===== src/bsp_pkg.sv =====
/*
  Shared constants and types of the clock-stop serial port: pin bundle,
  configuration word, transfer states, field widths and reset values.
  Assumes one clock domain (the slow peripheral clock) for the whole block.
*/
package bsp_pkg;

  // ----------------------------------------------------------------------
  // Widths and sizes
  // ----------------------------------------------------------------------
  localparam int BSP_DIV_W = 8;
  localparam int BSP_WORD_W = 8;
  localparam int BSP_FIFO_DEPTH = 4;
  localparam int BSP_CLK_PERIOD_NS = 10;

  // ----------------------------------------------------------------------
  // Clock-stop mode encodings
  // ----------------------------------------------------------------------
  localparam int BSP_CSTP_EN_BIT = 1;
  localparam int BSP_CSTP_PHASE_BIT = 0;
  localparam logic [1:0] BSP_CSTP_NO_DELAY = 2'h2;
  localparam logic [1:0] BSP_CSTP_DELAY = 2'h3;

  // ----------------------------------------------------------------------
  // Pin bundle: one bit per port pin, most significant first
  // ----------------------------------------------------------------------
  typedef struct packed {
    logic rx_bit_clock_pin;
    logic rx_frame_sync_pin;
    logic rx_data_pin;
    logic tx_bit_clock_pin;
    logic tx_frame_sync_pin;
    logic tx_data_pin;
  } bsp_pins_t;

  // Receive data cannot drive, transmit data cannot be read as GPIO
  localparam bsp_pins_t BSP_GPIO_IN_OK = 6'h3E;
  localparam bsp_pins_t BSP_GPIO_OUT_OK = 6'h37;
  localparam bsp_pins_t BSP_PINS_RST = 6'h00;

  // ----------------------------------------------------------------------
  // Configuration word, held steady by software while a frame runs
  // ----------------------------------------------------------------------
  typedef struct packed {
    logic [BSP_DIV_W-1:0] srg_divide_value;
    logic [1:0] clock_stop_mode_field;
    logic rx_clock_polarity;
    logic tx_clock_polarity;
    logic rx_frame_polarity;
    logic tx_frame_polarity;
    logic rx_clock_direction;
    logic tx_clock_direction;
    logic rx_frame_direction;
    logic tx_frame_direction;
  } bsp_cfg_t;

  // ----------------------------------------------------------------------
  // Master sequencer, Gray coded along idle-lead-high-low
  // ----------------------------------------------------------------------
  typedef enum logic [1:0] {
    BSP_IDLE = 2'b00,
    BSP_LEAD = 2'b01,
    BSP_HIGH = 2'b11,
    BSP_LOW = 2'b10
  } bsp_state_t;

endpackage : bsp_pkg


===== src/bsp_spi.sv =====
/*
  Clock-stop (SPI) engine of a buffered serial port with pin GPIO option.
  Master: divides ref_clk into the bit clock and drives slave-select.
  Slave: follows an external bit clock and select through synchronisers.
  Assumes cfg comes from logic on ref_clk and is steady during a frame.
*/
`timescale 1ns/1ps
module bsp_spi
  import bsp_pkg::*;
#(
  parameter int DIV_W = BSP_DIV_W,
  parameter int WORD_W = BSP_WORD_W,
  parameter int FIFO_DEPTH = BSP_FIFO_DEPTH
) (
  input wire logic ref_clk,
  input wire logic arst_n,
  input wire bsp_cfg_t cfg,
  input wire logic [WORD_W-1:0] tx_word,
  input wire logic tx_valid,
  output logic tx_ready,
  output logic [WORD_W-1:0] rx_word,
  output logic rx_valid,
  output logic busy,
  output logic rx_frame_active,
  input wire bsp_pins_t port_pin_i,
  output bsp_pins_t port_pin_o,
  output bsp_pins_t port_pin_oe,
  input wire bsp_pins_t port_pin_as_gpio,
  input wire bsp_pins_t gpio_drive,
  input wire bsp_pins_t gpio_out,
  output bsp_pins_t gpio_in
);

  localparam int BW = $clog2(WORD_W + 1);
  localparam logic [BW-1:0] BITS_ALL = BW'(WORD_W);

  typedef struct packed {
    bsp_state_t st;
    logic [DIV_W-1:0] cnt;
    logic [BW-1:0] bit_cnt;
    logic [WORD_W-1:0] tx_sh;
    logic [WORD_W-1:0] rx_sh;
    logic fs_int;
    logic clk_int;
    logic dat_o;
    logic dat_oe;
    bsp_pins_t sync1;
    bsp_pins_t sync2;
    bsp_pins_t sync3;
    bsp_pins_t pin_o;
    bsp_pins_t pin_oe;
    bsp_pins_t gpio_in;
    logic [WORD_W-1:0] rx_word;
    logic rx_valid;
    logic busy;
    logic rx_frame_active;
  } bsp_st_t;

  bsp_st_t r;
  bsp_st_t n;

  logic fifo_vld;
  logic fifo_pop;
  logic [WORD_W-1:0] fifo_data;

  // ----------------------------------------------------------------------
  // Transmit buffer; a full buffer stalls the producer through tx_ready
  // ----------------------------------------------------------------------
  bsp_fifo #(
    .WIDTH(WORD_W),
    .DEPTH(FIFO_DEPTH)
  ) u_tx_fifo (
    .ref_clk(ref_clk),
    .arst_n(arst_n),
    .in_valid(tx_valid),
    .in_ready(tx_ready),
    .in_data(tx_word),
    .out_valid(fifo_vld),
    .out_ready(fifo_pop),
    .out_data(fifo_data)
  );

  // ----------------------------------------------------------------------
  // Bit clock phase lengths
  // ----------------------------------------------------------------------
  // A divide value of zero cannot give half-cycle phases, so it runs as 1
  logic [DIV_W:0] dv;
  logic [DIV_W:0] per_len;
  logic [DIV_W:0] low_len;
  logic [DIV_W:0] high_len;
  logic [DIV_W:0] lead_len;
  logic cstop_en;
  logic mode11;
  logic master;

  always_comb begin
    dv = (cfg.srg_divide_value == '0) ? (DIV_W + 1)'(1) : {1'b0, cfg.srg_divide_value};
    per_len = dv + 1'b1;
    low_len = dv[0] ? (per_len >> 1) : (dv >> 1);
    high_len = per_len - low_len;
    cstop_en = cfg.clock_stop_mode_field[BSP_CSTP_EN_BIT];
    mode11 = cfg.clock_stop_mode_field[BSP_CSTP_PHASE_BIT];
    lead_len = mode11 ? per_len : low_len;
    master = cfg.tx_clock_direction;
  end

  // ----------------------------------------------------------------------
  // Edge events
  // ----------------------------------------------------------------------
  logic s_clk;
  logic s_clk_d;
  logic s_sel;
  logic s_sel_d;
  logic ev_start;
  logic ev_rise;
  logic ev_fall;

  always_comb begin
    // Slave inputs come from the second and third stages only
    s_clk = r.sync2.tx_bit_clock_pin ^ cfg.tx_clock_polarity;
    s_clk_d = r.sync3.tx_bit_clock_pin ^ cfg.tx_clock_polarity;
    s_sel = r.sync2.tx_frame_sync_pin ^ cfg.tx_frame_polarity;
    s_sel_d = r.sync3.tx_frame_sync_pin ^ cfg.tx_frame_polarity;
    if (!cstop_en) begin
      ev_start = 1'b0;
      ev_rise = 1'b0;
      ev_fall = 1'b0;
    end else if (master) begin
      ev_start = (r.st == BSP_IDLE) && fifo_vld;
      ev_rise = ((r.st == BSP_LEAD) || (r.st == BSP_LOW)) && (r.cnt == '0);
      ev_fall = (r.st == BSP_HIGH) && (r.cnt == '0);
    end else begin
      // Edges only count while selected; the slow sampling limits clock rate
      ev_start = s_sel && !s_sel_d;
      ev_rise = s_sel && s_sel_d && s_clk && !s_clk_d;
      ev_fall = s_sel && s_sel_d && !s_clk && s_clk_d;
    end
  end

  // ----------------------------------------------------------------------
  // Next state
  // ----------------------------------------------------------------------
  logic do_launch;
  logic do_sample;
  logic [WORD_W-1:0] rx_next;
  bsp_pins_t po;
  bsp_pins_t poe;

  always_comb begin
    n = r;
    n.rx_valid = 1'b0;
    n.sync1 = port_pin_i;
    n.sync2 = r.sync1;
    n.sync3 = r.sync2;
    n.gpio_in = r.sync2 & port_pin_as_gpio & BSP_GPIO_IN_OK;
    n.rx_frame_active = r.sync2.rx_frame_sync_pin ^ cfg.rx_frame_polarity;
    fifo_pop = 1'b0;
    rx_next = {r.rx_sh[WORD_W-2:0], r.sync2.rx_data_pin};
    do_launch = (mode11 ? ev_fall : ev_rise) && (r.bit_cnt < BITS_ALL);
    do_sample = (mode11 ? ev_rise : ev_fall) && (r.bit_cnt < BITS_ALL);

    if (ev_start) begin
      // Empty buffer in slave mode shifts out zeros rather than stale data
      fifo_pop = fifo_vld;
      n.tx_sh = fifo_vld ? fifo_data : '0;
      n.bit_cnt = '0;
      n.busy = 1'b1;
      n.fs_int = master;
      if (mode11) begin
        n.dat_o = n.tx_sh[WORD_W-1];
        n.tx_sh = {n.tx_sh[WORD_W-2:0], 1'b0};
        n.dat_oe = 1'b1;
      end
    end
    if (do_launch) begin
      n.dat_o = r.tx_sh[WORD_W-1];
      n.tx_sh = {r.tx_sh[WORD_W-2:0], 1'b0};
      n.dat_oe = 1'b1;
    end
    if (do_sample) begin
      n.rx_sh = rx_next;
      n.bit_cnt = r.bit_cnt + 1'b1;
      if (r.bit_cnt == BITS_ALL - 1'b1) begin
        n.rx_word = rx_next;
        n.rx_valid = 1'b1;
      end
    end

    if (!cstop_en) begin
      n.st = BSP_IDLE;
      n.fs_int = 1'b0;
      n.clk_int = 1'b0;
      n.dat_oe = 1'b0;
      n.busy = 1'b0;
    end else if (master) begin
      unique case (r.st)
        BSP_IDLE: begin
          if (ev_start) begin
            n.st = BSP_LEAD;
            n.cnt = DIV_W'(lead_len - 1'b1);
          end
        end
        BSP_LEAD, BSP_LOW: begin
          if (r.cnt == '0) begin
            n.clk_int = 1'b1;
            n.st = BSP_HIGH;
            n.cnt = DIV_W'(high_len - 1'b1);
          end else begin
            n.cnt = r.cnt - 1'b1;
          end
        end
        BSP_HIGH: begin
          if (r.cnt != '0) begin
            n.cnt = r.cnt - 1'b1;
          end else if (n.bit_cnt == BITS_ALL) begin
            // Select and data release together in the same cycle as the last falling edge
            n.clk_int = 1'b0;
            n.st = BSP_IDLE;
            n.fs_int = 1'b0;
            n.dat_oe = 1'b0;
            n.busy = 1'b0;
          end else begin
            n.clk_int = 1'b0;
            n.st = BSP_LOW;
            n.cnt = DIV_W'(low_len - 1'b1);
          end
        end
      endcase
    end else begin
      n.st = BSP_IDLE;
      n.fs_int = 1'b0;
      n.clk_int = 1'b0;
      if (!s_sel) begin
        n.dat_oe = 1'b0;
        n.busy = 1'b0;
      end
    end

    // Pin drivers, then GPIO override per pin
    po.tx_bit_clock_pin = n.clk_int ^ cfg.tx_clock_polarity;
    po.rx_bit_clock_pin = n.clk_int ^ cfg.rx_clock_polarity;
    po.tx_frame_sync_pin = n.fs_int ^ cfg.tx_frame_polarity;
    po.rx_frame_sync_pin = n.fs_int ^ cfg.rx_frame_polarity;
    po.tx_data_pin = n.dat_o;
    po.rx_data_pin = 1'b0;
    poe.tx_bit_clock_pin = cfg.tx_clock_direction;
    poe.rx_bit_clock_pin = cfg.rx_clock_direction;
    poe.tx_frame_sync_pin = cfg.tx_frame_direction;
    poe.rx_frame_sync_pin = cfg.rx_frame_direction;
    poe.tx_data_pin = n.dat_oe && cstop_en;
    poe.rx_data_pin = 1'b0;
    n.pin_o = (po & ~port_pin_as_gpio) | (gpio_out & port_pin_as_gpio);
    n.pin_oe = (poe & ~port_pin_as_gpio) | (gpio_drive & port_pin_as_gpio & BSP_GPIO_OUT_OK);
  end

  // Single clock for all port logic
  always_ff @(posedge ref_clk or negedge arst_n) begin
    if (!arst_n) begin
      r <= '{st: BSP_IDLE, cnt: '0, bit_cnt: '0, tx_sh: '0, rx_sh: '0, fs_int: 1'b0,
             clk_int: 1'b0, dat_o: 1'b0, dat_oe: 1'b0, sync1: BSP_PINS_RST,
             sync2: BSP_PINS_RST, sync3: BSP_PINS_RST, pin_o: BSP_PINS_RST,
             pin_oe: BSP_PINS_RST, gpio_in: BSP_PINS_RST, rx_word: '0,
             rx_valid: 1'b0, busy: 1'b0, rx_frame_active: 1'b0};
    end else begin
      r <= n;
    end
  end

  assign rx_word = r.rx_word;
  assign rx_valid = r.rx_valid;
  assign busy = r.busy;
  assign rx_frame_active = r.rx_frame_active;
  assign port_pin_o = r.pin_o;
  assign port_pin_oe = r.pin_oe;
  assign gpio_in = r.gpio_in;

  // ----------------------------------------------------------------------
  // Checks
  // ----------------------------------------------------------------------
  logic [DIV_W+1:0] since_rise_r;
  logic [DIV_W+1:0] since_fall_r;
  logic [DIV_W+1:0] since_start_r;
  logic m_rise;
  logic m_fall;
  logic m_act;

  assign m_act = cstop_en && master;
  assign m_rise = m_act && ev_rise;
  assign m_fall = m_act && ev_fall;

  always_ff @(posedge ref_clk or negedge arst_n) begin
    if (!arst_n) begin
      since_rise_r <= '0;
      since_fall_r <= '0;
      since_start_r <= '0;
    end else begin
      since_rise_r <= m_rise ? (DIV_W + 2)'(1) : since_rise_r + 1'b1;
      since_fall_r <= m_fall ? (DIV_W + 2)'(1) : since_fall_r + 1'b1;
      since_start_r <= (m_act && ev_start) ? (DIV_W + 2)'(1) : since_start_r + 1'b1;
    end
  end
endmodule : bsp_spi


===== src/bsp_fifo.sv =====
/*
  Small word FIFO with valid/ready on both sides; flags and storage are
  flip-flops, so the drain side sees registered data and flags.
  Assumes both sides run on the same clock.
*/
`timescale 1ns/1ps
module bsp_fifo
  import bsp_pkg::*;
#(
  parameter int WIDTH = BSP_WORD_W,
  parameter int DEPTH = BSP_FIFO_DEPTH
) (
  input wire logic ref_clk,
  input wire logic arst_n,
  input wire logic in_valid,
  output logic in_ready,
  input wire logic [WIDTH-1:0] in_data,
  output logic out_valid,
  input wire logic out_ready,
  output logic [WIDTH-1:0] out_data
);

  localparam int AW = (DEPTH > 1) ? $clog2(DEPTH) : 1;

  typedef struct packed {
    logic [DEPTH-1:0][WIDTH-1:0] mem;
    logic [AW-1:0] wp;
    logic [AW-1:0] rp;
    logic [AW:0] cnt;
    logic rdy;
    logic vld;
  } bsp_fifo_st_t;

  bsp_fifo_st_t r;
  bsp_fifo_st_t n;
  logic push;
  logic pop;

  // ----------------------------------------------------------------------
  // Next state
  // ----------------------------------------------------------------------
  always_comb begin
    n = r;
    push = in_valid && r.rdy;
    pop = out_ready && r.vld;
    if (push) begin
      n.mem[r.wp] = in_data;
      n.wp = (r.wp == AW'(DEPTH - 1)) ? '0 : r.wp + 1'b1;
    end
    if (pop) begin
      n.rp = (r.rp == AW'(DEPTH - 1)) ? '0 : r.rp + 1'b1;
    end
    n.cnt = r.cnt + (AW + 1)'(push) - (AW + 1)'(pop);
    // Flags follow the next count so both stay pure flip-flops
    n.rdy = (n.cnt != (AW + 1)'(DEPTH));
    n.vld = (n.cnt != '0);
  end

  always_ff @(posedge ref_clk or negedge arst_n) begin
    if (!arst_n) begin
      r <= '{mem: '0, wp: '0, rp: '0, cnt: '0, rdy: 1'b1, vld: 1'b0};
    end else begin
      r <= n;
    end
  end

  assign in_ready = r.rdy;
  assign out_valid = r.vld;
  assign out_data = r.mem[r.rp];

endmodule : bsp_fifo


===== config.mk =====
export PLATFORM = sky130hd
export DESIGN_NAME = bsp_spi
export DESIGN_NICKNAME = d
export VERILOG_FILES = /design/src/bsp_pkg.sv /design/src/bsp_spi.sv /design/src/bsp_fifo.sv
export SDC_FILE = /design/constraint.sdc
export NUM_CORES = 1
export LEC_CHECK = 0
export BUFFER_PORTS_ARGS = -buffer_cell sky130_fd_sc_hd__buf_4
export CORE_MARGIN = 3
export CORE_UTILIZATION = 47
export DETAILED_ROUTE_END_ITERATION = 8
export PLACE_DENSITY = 0.67
export REMOVE_ABC_BUFFERS = 1
export SLEW_MARGIN = 20
export SYNTH_ARGS = -nofsm -noshare
export SYNTH_HDL_FRONTEND = slang
export SYNTH_SLANG_ARGS = --single-unit

===== constraint.sdc =====
create_clock -name ref_clk -period 8.62 [get_ports ref_clk]
set_input_delay 0.862 -clock ref_clk [delete_from_list [all_inputs] [get_ports ref_clk]]
set_output_delay 0.862 -clock ref_clk [all_outputs]
set_load 0.03 [all_outputs]

==> flow_metrics.tcl <==
set metrics [dict create \
    status "complete, no violations" \
    multiInputGateArea_sq_um 3190 \
    whs_path_depth 0 \
    rsz0062_at_grt "false" \
    synth.distinct_cells 66 \
    tns_ps 0 \
    cts_num_sinks 113 \
    ys_ff_latch 113 \
    syn_to_final_growth_pct 17.3 \
    cts_max_level 4 \
    fin_skew_ps 8.87 \
    synth.area.top_cells "dfrtp_1 (44%), mux2_2 (6.5%), mux2_1 (4.9%), ha_1 (4.5%), nand2_1 (3.1%)" \
    drc 0 \
    cts_tree "built" \
    clock_latency_ps 420 \
    antennaDiodeCount 0 \
    dr.first_iter.drc_count 239 \
    cp_max_fo 11 \
    vias 4636 \
    slew_headroom_pct 39.5 \
    hold_buffers 0 \
    maxCapViolCount 0 \
    critPathRequiredTime_ps 8910 \
    period_needed_ps 3680 \
    hold_slack_ps 347 \
    finalHoldViolCount 0 \
    cts_buffers 17 \
    tightest_slew_ps 908 \
    syn_area_per_cell_sq_um 10.4 \
    min_path_type "reg2reg" \
    vias_per_cell 5.42 \
    antenna_found_initial 0 \
    cts-root-buf "clkbuf_16" \
    crit_path_end_kind "flip-flop" \
    ys_async_sr_fraction_pct 100 \
    setup_viol 0 \
    grt-ovfl-total 0 \
    port_buffers 78 \
    synth_warnings 0 \
    crit_type "in2reg" \
    n_fill_cell 1121 \
    grt_usage_pct 19.0 \
    nets 744 \
    layout_commonest_cell "dfrtp_1" \
    layout-drive-gt1-share_pct 24.3 \
    dp_slack_ps 4530 \
    start_kind "input port" \
    netlist.area_leader.share_pct 43.6 \
    rows 42 \
    grt_pass1_wl_microns 22400 \
    final_max_slew_viol_count 0 \
    crit_arrival_ps 3970 \
    setup_ws_ps 4940 \
    grt_pass1_vias 4681 \
    layout.area.seq_sq_um 2830 \
    ys.flop_type "dfrtp_1" \
    post-synth-top-area-cell "dfrtp_1" \
    reg2reg_depth 9 \
    initial_core_util_pct 48.4 \
    cts.clk_slew.worst_paths_ps 50 \
    cts_resized 0 \
    dp.final_hpwl_microns 9500 \
    final_cell_mix "dfrtp_1 (112), buf_4 (78), nand2_1 (53)" \
    antenna_left 0 \
    r2r_setup_slack_ps 5150 \
    clk_path_buf_depth 2 \
    wire_per_inst_microns 15.6 \
    routed_wl_microns 13400 \
    dr.pass1.iters 4 \
    postCtsSetupRepairBufs 0 \
    fp.dieW_microns 123 \
    netlist_instances 621 \
    power_density_nw_per_um2 279 \
    die_h_microns 123 \
    p_leak_nw 3.46 \
    core_area_sq_um 13300 \
    fp.dieArea_sq_um 15100 \
    fmaxAchievable_mhz 272 \
    pin_count 83 \
    ys_seq_area_share_pct 44.0 \
    synth-edff-count 0 \
    gp_congestion 0.885 \
    syn_area_sq_um 6430 \
    fin_crit_sh_pct 42.7 \
    grt_max_degree 82 \
    vdd_drop_max_mv 0.204 \
]
-- critical path, stage by stage --
cell      delay, ps
buf_4           150
nor4_1          320
a21oi_1         210
ha_1            430
ha_1            330
a211o_1         260
a21oi_1         330
o21ai_1         170
xor2_1          160
o21ai_0         140
a21boi_0        110
a41o_1          210
mux2_1          290
-- cells in the mapped netlist (2+ instances only) --
cell	number
a21boi_0	2
a21o_1	6
a21oi_1	22
a221oi_1	2
a22oi_1	2
a31oi_1	14
and2_1	9
and3b_1	2
buf_1	2
buf_4	26
clkbuf_1	25
dfrtp_1	112
ha_1	23
inv_1	26
inv_2	5
mux2_1	28
mux2_2	37
mux2i_1	8
mux4_2	8
nand2_1	53
nand2b_1	6
nand3_1	14
nand4_1	2
nor2_1	37
nor2b_1	3
nor3_1	9
nor3b_1	6
nor4_1	2
o211ai_1	4
o21a_1	2
o21ai_0	23
o21ai_1	23
o21bai_1	2
o221ai_1	2
o22ai_1	4
o31ai_1	5
or2_1	3
or3_1	4
or4_1	2
xnor2_1	17
xor2_1	14
-- state kept, by name, summed over array words and instances (netlist names) --
| register | flops |
|---|---|
| port_pin_oe | 5 |
| rx_frame_active | 1 |
| busy | 1 |
| port_pin_o | 6 |
| u_tx_fifo.in_ready | 1 |
| n | 10 |
| rx_word | 8 |
| u_tx_fifo.out_valid | 1 |
| gpio_in | 5 |
| rx_valid | 1 |
| r | 35 |
| u_tx_fifo.r | 39 |
-- report_power, final --
group / total [mW] / switching [mW] / internal (mW)
combinational: 0.604 / 0.289 / 0.315
sequential: 0.816 / 0.124 / 0.692
clock: 0.686 / 0.239 / 0.447
total: 2.11 / 0.652 / 1.45
-- final cells by class --
cell class | instances | area share, %
timing repair buffer | 79 | 7.92
clock buffer | 23 | 6.34
sequential | 113 | 37.5
inverter | 31 | 1.54
tap | 176 | 2.92
clock inverter | 9 | 1.44
multi-input combinational | 425 | 42.3
-- per-layer routing --
metal / global-route usage, % / part of all wire (%) / vias up
li1: - / - / 2271
met1: 24.0 / 45 / 2259
met2: 31.9 / 49 / 86
met3: 3.80 / 3.8 / 20
met4: 8.19 / 1.8 / 0
met5: 0 / 0 / -
-- path summary, 6_finish.rpt --
| kind | from | endpoint |
|---|---|---|
| setup / recovery | cfg[13] | r[77]$_DFFE_PN0P_ |
| hold / removal | n[38]$_DFF_PN0_ | n[32]$_DFF_PN0_ |
| setup reg to reg | r[79]$_DFFE_PN0P_ | r[77]$_DFFE_PN0P_ |
| hold reg to reg | n[38]$_DFF_PN0_ | n[32]$_DFF_PN0_ |
| max in group asynchronous | arst_n | u_tx_fifo.r[16]$_DFFE_PN0P_ |
| min in group asynchronous | arst_n | gpio_in[4]$_DFF_PN0_ |
-- metrics by stage --
step	util [%]	power [mW]	cells	area (sq um)
floorplan	-	1.25	569	6140
global placement	52.3	1.39	824	6950
detailed placement	52.3	1.43	824	6950
CTS	56.7	2.13	856	7540
global route	56.7	2.24	856	7540
finish	56.7	2.11	856	7540
-- logic make-up (layout without fill, tap and decap cells) --
| kind of cell | Yosys count | count (layout) | synth area share (%) |
|---|---|---|---|
| AND/OR/NAND/NOR | 162 | 162 | 12.7 |
| AO/OA/AOI/OAI | 125 | 125 | 12.3 |
| flip-flops | 113 | 113 | 44.0 |
| buffers and inverters | 84 | 142 | 6.42 |
| multiplexers | 81 | 81 | 15.4 |
| XOR/XNOR | 31 | 31 | 4.22 |
| adder cells (fa/ha/maj) | 24 | 24 | 4.79 |
| other | 1 | 2 | 0.0583 |
No activity file was read; power rests on OpenSTA's default activity.
